<file path="src/include/host_port_pkg.sv">
// Purpose: Shared constants and types for the parallel host register port.
// Assumes: One 40 MHz system clock; host pins are asynchronous to it.
// Notes:   The register array itself lives in the top module.
`default_nettype none
package host_port_pkg;

  // ****************************************
  // Bus styles
  // ****************************************
  localparam logic [2:0] STYLE_STROBE = 3'h0;
  localparam logic [2:0] STYLE_ALT    = 3'h1;
  localparam logic [2:0] STYLE_SYNC   = 3'h7;

  // ****************************************
  // Address and data layout
  // ****************************************
  localparam int DATA_W = 8;
  localparam int ADDR_W = 8;
  localparam int CSEL_W = 3;
  localparam int REG_COUNT = 256;
  localparam int STATUS_W = 8;
  localparam logic [CSEL_W-1:0] CSEL_SELF = 3'h0;
  localparam logic [CSEL_W-1:0] CSEL_ALL  = 3'h7;
  localparam logic [CSEL_W-1:0] CSEL_RSVD = 3'h6;
  localparam logic [7:0] STATUS_BASE = 8'hf0;
  localparam logic [DATA_W-1:0] REG_RESET = 8'h00;

  // ****************************************
  // Timing
  // ****************************************
  localparam int CLK_PERIOD_NS = 25;
  localparam int DONE_MAX_NS = 90;
  // Longest strobe-to-done time, rounded down to whole cycles
  localparam int DONE_MAX_CYC = DONE_MAX_NS / CLK_PERIOD_NS;
  localparam int SYNC_STAGES = 2;

  // ****************************************
  // Types
  // ****************************************
  typedef struct packed {
    logic sel_n;
    logic strobe_a_n;
    logic strobe_b_n;
    logic addr_latch;
    logic host_clk;
  } host_ctl_t;

  typedef struct packed {
    logic write;
    logic [ADDR_W-1:0] addr;
    logic [DATA_W-1:0] wdata;
  } reg_req_t;

endpackage
`default_nettype wire

</file>
<file path="src/rtl/pin_sync.sv">
// Purpose: Two-stage synchroniser for a group of asynchronous pins.
// Assumes: Each bit is an independent level.
// Notes:   The first stage is read only by the second.
`default_nettype none
module pin_sync #(
  parameter int WIDTH = 1
) (
  // Clock and reset
  input wire logic i_clk_sys,
  input wire logic i_sys_rst,
  // Pins
  input wire logic [WIDTH-1:0] i_async,
  output logic [WIDTH-1:0] o_sync
);
  logic [WIDTH-1:0] meta_q;

  always_ff @(posedge i_clk_sys or posedge i_sys_rst) begin
    if (i_sys_rst) begin
      meta_q <= '0;
      o_sync <= '0;
    end else begin
      meta_q <= i_async;
      o_sync <= meta_q;
    end
  end
endmodule
`default_nettype wire

</file>
<file path="src/rtl/edge_detect.sv">
// Purpose: Rising and falling edge pulses on a synchronised level.
// Assumes: Input is already in the system clock domain.
// Notes:   Pulses last one cycle.
`default_nettype none
module edge_detect #(
  parameter logic INIT = 1'b0
) (
  // Clock and reset
  input wire logic i_clk_sys,
  input wire logic i_sys_rst,
  // Level and pulses
  input wire logic i_level,
  output logic o_rise,
  output logic o_fall
);
  logic last_q;

  always_ff @(posedge i_clk_sys or posedge i_sys_rst) begin
    if (i_sys_rst) begin
      last_q <= INIT;
    end else begin
      last_q <= i_level;
    end
  end

  assign o_rise = i_level & ~last_q;
  assign o_fall = ~i_level & last_q;
endmodule
`default_nettype wire

</file>
<file path="src/rtl/host_register_port.sv">
// Purpose: Parallel host port to the on-chip configuration and status registers.
// Assumes: Host pins are asynchronous and pass two flip-flops before use.
// Notes:   Status registers at the top of the map are read-only device state.
`default_nettype none
module host_register_port
  import host_port_pkg::*;
(
  // Clock and reset
  input wire logic i_clk_sys,
  input wire logic i_sys_rst,
  // Straps
  input wire logic [2:0] i_bus_style_select,
  // Host control pins
  input wire logic i_sel_n,
  input wire logic i_addr_latch_strobe,
  input wire logic i_rd_n,
  input wire logic i_wr_n,
  input wire logic i_host_clk,
  // Host address and data
  input wire logic [CSEL_W+ADDR_W-1:0] i_addr,
  input wire logic [DATA_W-1:0] i_data,
  output logic [DATA_W-1:0] o_data,
  output logic o_data_oe_n,
  output logic o_cycle_done_n,
  // Device side
  input wire logic [STATUS_W-1:0] i_status,
  input wire logic i_event,
  output logic [DATA_W-1:0] o_cfg0,
  output logic o_irq_n,
  output logic o_style_bad
);

  // ****************************************
  // Synchronisers
  // ****************************************
  host_ctl_t ctl_raw;
  host_ctl_t ctl_s;
  logic [CSEL_W+ADDR_W-1:0] addr_s;
  logic [DATA_W-1:0] data_s;
  logic [2:0] style_s;

  assign ctl_raw = '{sel_n: i_sel_n, strobe_a_n: i_rd_n, strobe_b_n: i_wr_n,
                     addr_latch: i_addr_latch_strobe, host_clk: i_host_clk};

  pin_sync #(.WIDTH(5)) u_sync_ctl (
    .i_clk_sys(i_clk_sys),
    .i_sys_rst(i_sys_rst),
    .i_async(ctl_raw),
    .o_sync(ctl_s)
  );

  pin_sync #(.WIDTH(CSEL_W+ADDR_W+DATA_W+3)) u_sync_bus (
    .i_clk_sys(i_clk_sys),
    .i_sys_rst(i_sys_rst),
    .i_async({i_addr, i_data, i_bus_style_select}),
    .o_sync({addr_s, data_s, style_s})
  );

  // ****************************************
  // Edges
  // ****************************************
  logic ale_rise, ale_fall;
  logic a_rise, a_fall, b_rise, b_fall;
  logic hclk_rise, hclk_fall;

  edge_detect #(.INIT(1'b0)) u_ed_ale (
    .i_clk_sys(i_clk_sys), .i_sys_rst(i_sys_rst),
    .i_level(ctl_s.addr_latch), .o_rise(ale_rise), .o_fall(ale_fall)
  );
  edge_detect #(.INIT(1'b0)) u_ed_a (
    .i_clk_sys(i_clk_sys), .i_sys_rst(i_sys_rst),
    .i_level(ctl_s.strobe_a_n), .o_rise(a_rise), .o_fall(a_fall)
  );
  edge_detect #(.INIT(1'b0)) u_ed_b (
    .i_clk_sys(i_clk_sys), .i_sys_rst(i_sys_rst),
    .i_level(ctl_s.strobe_b_n), .o_rise(b_rise), .o_fall(b_fall)
  );
  edge_detect #(.INIT(1'b0)) u_ed_hclk (
    .i_clk_sys(i_clk_sys), .i_sys_rst(i_sys_rst),
    .i_level(ctl_s.host_clk), .o_rise(hclk_rise), .o_fall(hclk_fall)
  );

  // ****************************************
  // Style decode
  // ****************************************
  logic style_sync, style_async, style_ok;
  assign style_sync = (style_s == STYLE_SYNC);
  assign style_async = (style_s == STYLE_STROBE) || (style_s == STYLE_ALT);
  assign style_ok = style_sync | style_async;

  always_ff @(posedge i_clk_sys or posedge i_sys_rst) begin
    if (i_sys_rst) begin
      o_style_bad <= 1'b0;
    end else begin
      o_style_bad <= ~style_ok;
    end
  end

  // ****************************************
  // Address latch
  // ****************************************
  logic [ADDR_W-1:0] addr_lat_q;
  logic [ADDR_W-1:0] addr_eff;

  always_ff @(posedge i_clk_sys or posedge i_sys_rst) begin
    if (i_sys_rst) begin
      addr_lat_q <= '0;
    end else if (ale_fall) begin
      addr_lat_q <= addr_s[ADDR_W-1:0];
    end
  end

  assign addr_eff = ctl_s.addr_latch ? addr_s[ADDR_W-1:0] : addr_lat_q;

  // Chip-select decode; reserved code selects nobody
  logic chip_hit;
  assign chip_hit = (addr_s[CSEL_W+ADDR_W-1:ADDR_W] == CSEL_SELF) ||
                    (addr_s[CSEL_W+ADDR_W-1:ADDR_W] == CSEL_ALL);

  logic selected;
  assign selected = ~ctl_s.sel_n & chip_hit & style_ok;

  // ****************************************
  // Request decode
  // ****************************************
  logic start_rd, start_wr, strobe_end;
  always_comb begin
    start_rd = 1'b0;
    start_wr = 1'b0;
    strobe_end = 1'b0;
    if (style_async) begin
      start_rd = selected & a_fall;
      start_wr = selected & b_fall;
      strobe_end = a_rise | b_rise;
    end else if (style_sync) begin
      // Direction on second strobe pin, start on first
      start_rd = selected & a_fall & ctl_s.strobe_b_n;
      start_wr = selected & a_fall & ~ctl_s.strobe_b_n;
      strobe_end = a_rise;
    end
  end

  // ****************************************
  // Cycle state machine
  // ****************************************
  typedef enum logic [2:0] {
    ST_IDLE = 3'b001,
    ST_WAIT = 3'b010,
    ST_DONE = 3'b100
  } cyc_state_t;

  cyc_state_t state_q;
  logic rd_cycle_q;
  logic release_cond;
  // End of strobe or loss of select
  assign release_cond = strobe_end | ctl_s.sel_n;

  always_ff @(posedge i_clk_sys or posedge i_sys_rst) begin
    if (i_sys_rst) begin
      state_q <= ST_IDLE;
    end else begin
      unique case (state_q)
        ST_IDLE: begin
          if (start_rd | start_wr) begin
            state_q <= style_sync ? ST_WAIT : ST_DONE;
          end
        end
        ST_WAIT: begin
          // Done paced by the host clock
          if (ctl_s.sel_n) begin
            state_q <= ST_IDLE;
          end else if (hclk_rise) begin
            state_q <= ST_DONE;
          end
        end
        ST_DONE: begin
          if (release_cond) begin
            state_q <= ST_IDLE;
          end
        end
        default: state_q <= ST_IDLE;
      endcase
    end
  end

  always_ff @(posedge i_clk_sys or posedge i_sys_rst) begin
    if (i_sys_rst) begin
      rd_cycle_q <= 1'b0;
    end else if (start_rd | start_wr) begin
      rd_cycle_q <= start_rd;
    end
  end

  always_ff @(posedge i_clk_sys or posedge i_sys_rst) begin
    if (i_sys_rst) begin
      o_cycle_done_n <= 1'b1;
    end else begin
      o_cycle_done_n <= ~((state_q == ST_DONE) & ~release_cond);
    end
  end

  // ****************************************
  // Register file
  // ****************************************
  logic [DATA_W-1:0] regs_q [REG_COUNT];
  reg_req_t req;
  assign req = '{write: start_wr, addr: addr_eff, wdata: data_s};

  always_ff @(posedge i_clk_sys or posedge i_sys_rst) begin
    if (i_sys_rst) begin
      for (int i = 0; i < REG_COUNT; i++) begin
        regs_q[i] <= REG_RESET;
      end
    end else if (req.write && req.addr < STATUS_BASE) begin
      regs_q[req.addr] <= req.wdata;
    end
  end

  assign o_cfg0 = regs_q[0];

  logic [DATA_W-1:0] rd_word;
  assign rd_word = (addr_eff >= STATUS_BASE) ? i_status : regs_q[addr_eff];

  // Data driven out only during reads
  always_ff @(posedge i_clk_sys or posedge i_sys_rst) begin
    if (i_sys_rst) begin
      o_data <= '0;
      o_data_oe_n <= 1'b1;
    end else begin
      if (start_rd) begin
        o_data <= rd_word;
      end
      o_data_oe_n <= ~(rd_cycle_q & (state_q != ST_IDLE) & ~release_cond) & ~start_rd;
    end
  end

  always_ff @(posedge i_clk_sys or posedge i_sys_rst) begin
    if (i_sys_rst) begin
      o_irq_n <= 1'b1;
    end else begin
      o_irq_n <= ~i_event;
    end
  end

endmodule
`default_nettype wire

</file>
<file path="config.mk">
export PLATFORM = sky130hd
export DESIGN_NAME = host_register_port
export DESIGN_NICKNAME = d
export VERILOG_FILES = /design/src/include/host_port_pkg.sv /design/src/rtl/pin_sync.sv /design/src/rtl/edge_detect.sv /design/src/rtl/host_register_port.sv
export SDC_FILE = /design/constraint.sdc
export NUM_CORES = 2
export LEC_CHECK = 0
export ABC_CLOCK_PERIOD_IN_PS = 174300
export BUFFER_PORTS_ARGS = -buffer_cell sky130_fd_sc_hd__clkbuf_2
export CORE_UTILIZATION = 60
export CTS_CLUSTER_DIAMETER = 100
export DETAILED_ROUTE_END_ITERATION = 7
export PLACE_DENSITY = 0.76
export REMOVE_ABC_BUFFERS = 1
export SETUP_SLACK_MARGIN = 0.5
export SLEW_MARGIN = 20
export SYNTH_ARGS = -nofsm -noshare
export SYNTH_HDL_FRONTEND = slang
export SYNTH_SLANG_ARGS = --single-unit
</file>
<file path="constraint.sdc">
create_clock -name i_clk_sys -period 174.3 [get_ports i_clk_sys]
set_input_delay 17.43 -clock i_clk_sys [delete_from_list [all_inputs] [get_ports i_clk_sys]]
set_output_delay 17.43 -clock i_clk_sys [all_outputs]
set_load 0.005 [all_outputs]
</file>
==> metrics.txt <==
status completed; DRC Markers 0; Fin. Hold Viols 0; final worst-path cycle share 12.73%; Core Area 0.1480 mm²; relative slew slack 16.45%; commonest non-fill, non-tap cell in the layout dfrtp_1; RSZ-0062 raised after global routing no; Initial DRC Count 5,988; Post CTS Setup Buffer Count 0; I/O pins 58; Register-to-Register Path Depth 11; DRT Pass-1 Iters 6; f_max 45.06 MHz; vias in the first global route 59,540; post-route minimum period 22.19 ns; Worst VDD drop 0.008680 mV; maximum number of pins on one net before global-route repair 193; leak pwr 48.13 nW; Distinct cells, synth 61; final std cells w/o fill 8,437; PortBufs 57; Setup TNS 0 ns; Filler cells 10,300; Synth Register Bits 2,034; Slew Limit Fails 0; grt total ovfl 0; Layout Nets 6,375; max_cap viols 0; placed insts 8,060; Synth Warn # 0; Avg Cell Area, Syn 13.88 µm²; Clock Skew 0.03294 ns; CTS Hold Bufs 0; share of layout cells above drive strength 1 33.18%; most frequent cells in the layout dfrtp_1 (2,022), mux2_2 (1,436), a22oi_1 (520), mux2_1 (491), nand2_1 (291); Setup CP Type input port to async pin; Die Y-Extent 388.4 µm; wirelength, routed 258,400 µm; Die ar. 0.1509 mm²; Die W 388.4 µm; post-cts gate resize count 0; Hold Crit Class flop to flop; CTS tree yes; initial antenna violation count 7; via count 58,170; routability cong. 0.8808; critical path arrival 23.06 ns; Routed Antenna Nets 0; Area Overhead vs Synth 9.996%; Most used DFF post-synth dfrtp_1; Tot GR Track Use 34.50%; Async S/R FF share, synth 100.0%; EDFF count, synth 0; Syn Inst Count 6,456; Vias/cell 6.895; post-synthesis sequential area ratio 56.82%; Cell Pwr Density 10.10 mW/mm²; final setup vio count 0; Initial Utilization 60.53%; Crit. End Element async pin; worst-margin pin slew 1.250 ns; Routed WL per cell 30.63 µm; CTS Buffer Depth 3; Root Driver clkbuf_16; H-tree Lvls 4; Max FO, Critical Path 166; hold path cells 0; clock transition at the registers of the reported paths 0.06 ns; Post-Syn Area 0.08959 mm²; FP Rows 141; clock sinks 2,034; startpoint types input port; clock latency on the worst-skew pair 0.84 ns; Post-DP HPWL 154,600 µm; first-pass GRT wire length 389,800 µm; total CTS buffers 204; worst path required time 175.17 ns
==> worst paths after layout <==
path                       slack [ns]                     to                   from
setup / recovery               152.11           regs_q[1260]              i_sys_rst
max in group i_clk_sys         155.42            o_data_oe_n            o_data_oe_n
hold / removal                   0.35  u_sync_bus.o_sync[12]  u_sync_bus.meta_q[12]
setup reg to reg               167.48              o_data[1]   u_sync_ctl.o_sync[1]
min in group asynchronous       16.76           regs_q[1609]              i_sys_rst
hold reg to reg                  0.35  u_sync_bus.o_sync[12]  u_sync_bus.meta_q[12]
==> kinds of logic after synthesis <==
family | share of synthesized area, %
multiplexers | 29.45
flip-flops | 56.82
AO/OA/AOI/OAI | 8.633
buffers and inverters | 2.520
AND/OR/NAND/NOR | 2.573
==> worst max-delay path: stages <==
cell      delay, ns
clkbuf_2       0.12
inv_8          0.52
buf_12         0.71
buf_12         0.60
buf_4          0.73
buf_4          0.75
buf_4          0.87
buf_4          0.75
==> flip-flops by register name (all words and copies together) (netlist names), 3 cells and up <==
register           count
state_q                3
u_sync_bus.o_sync     22
regs_q              1944
u_sync_ctl.o_sync      5
u_sync_bus.meta_q     22
u_sync_ctl.meta_q      5
addr_lat_q             8
o_data                 8
o_cfg0                 8
==> report_power, final <==
part	internal [mW]	switching, mW	leakage, nW	total (mW)
sequential	0.475	0.00374	28.2	0.479
combinational	0.0129	0.0537	16.4	0.0666
clock	0.262	0.188	3.46	0.450
==> per-layer routing <==
metal	track usage (%)	vias to the layer above	share of wire [%]
li1	-	23800	-
met1	47.41	30920	40
met2	52.61	2758	46
met3	6.796	688	8.2
met4	17.57	8	5.4
met5	0	-	0.019
==> metrics by stage <==
stage          instance area, µm²  worst slack (ns)  hold slack, ns  utilization, %  total power, mW
4_1_cts                     98480            151.93          0.3491           66.54           0.9980
3_3_place_gp                91510            151.17          0.3330           61.82           0.5515
6_report                    98540            152.11          0.3469           66.58           0.9952
2_1_floorplan               87370             99.42          0.3312               -           0.5241
5_1_grt                     98540            151.23          0.3527           66.57            1.020
3_5_place_dp                91520            151.05          0.3362           61.83           0.5524
==> Yosys cell counts (66+ instances only) <==
cell type  count  area [µm²]
mux2_1       491        5529
mux2i_1      225        2252
o22ai_1      116       725.7
dfrtp_1     2030       50800
buf_2         97       485.5
nor2_1        66       247.7
a21oi_1      273        1366
mux2_2      1437       16180
o41ai_1       86       753.2
mux4_2       106        2387
a22oi_1      520        3904
clkbuf_1     354        1329
nand2_1      291        1092
==> area by class of cell <==
class	count	area [µm²]	share of cell area, %
Antenna cell	1	2.502	0.002539
Clock buffer	319	6322	6.416
Clock inverter	56	636.9	0.6463
Inverter	10	45.04	0.04571
Multi-Input combinational cell	3892	36690	37.23
Sequential cell	2034	50930	51.69
Tap cell	1930	2415	2.451
Timing Repair Buffer	195	1495	1.517
(Power assumes the default switching activity.)
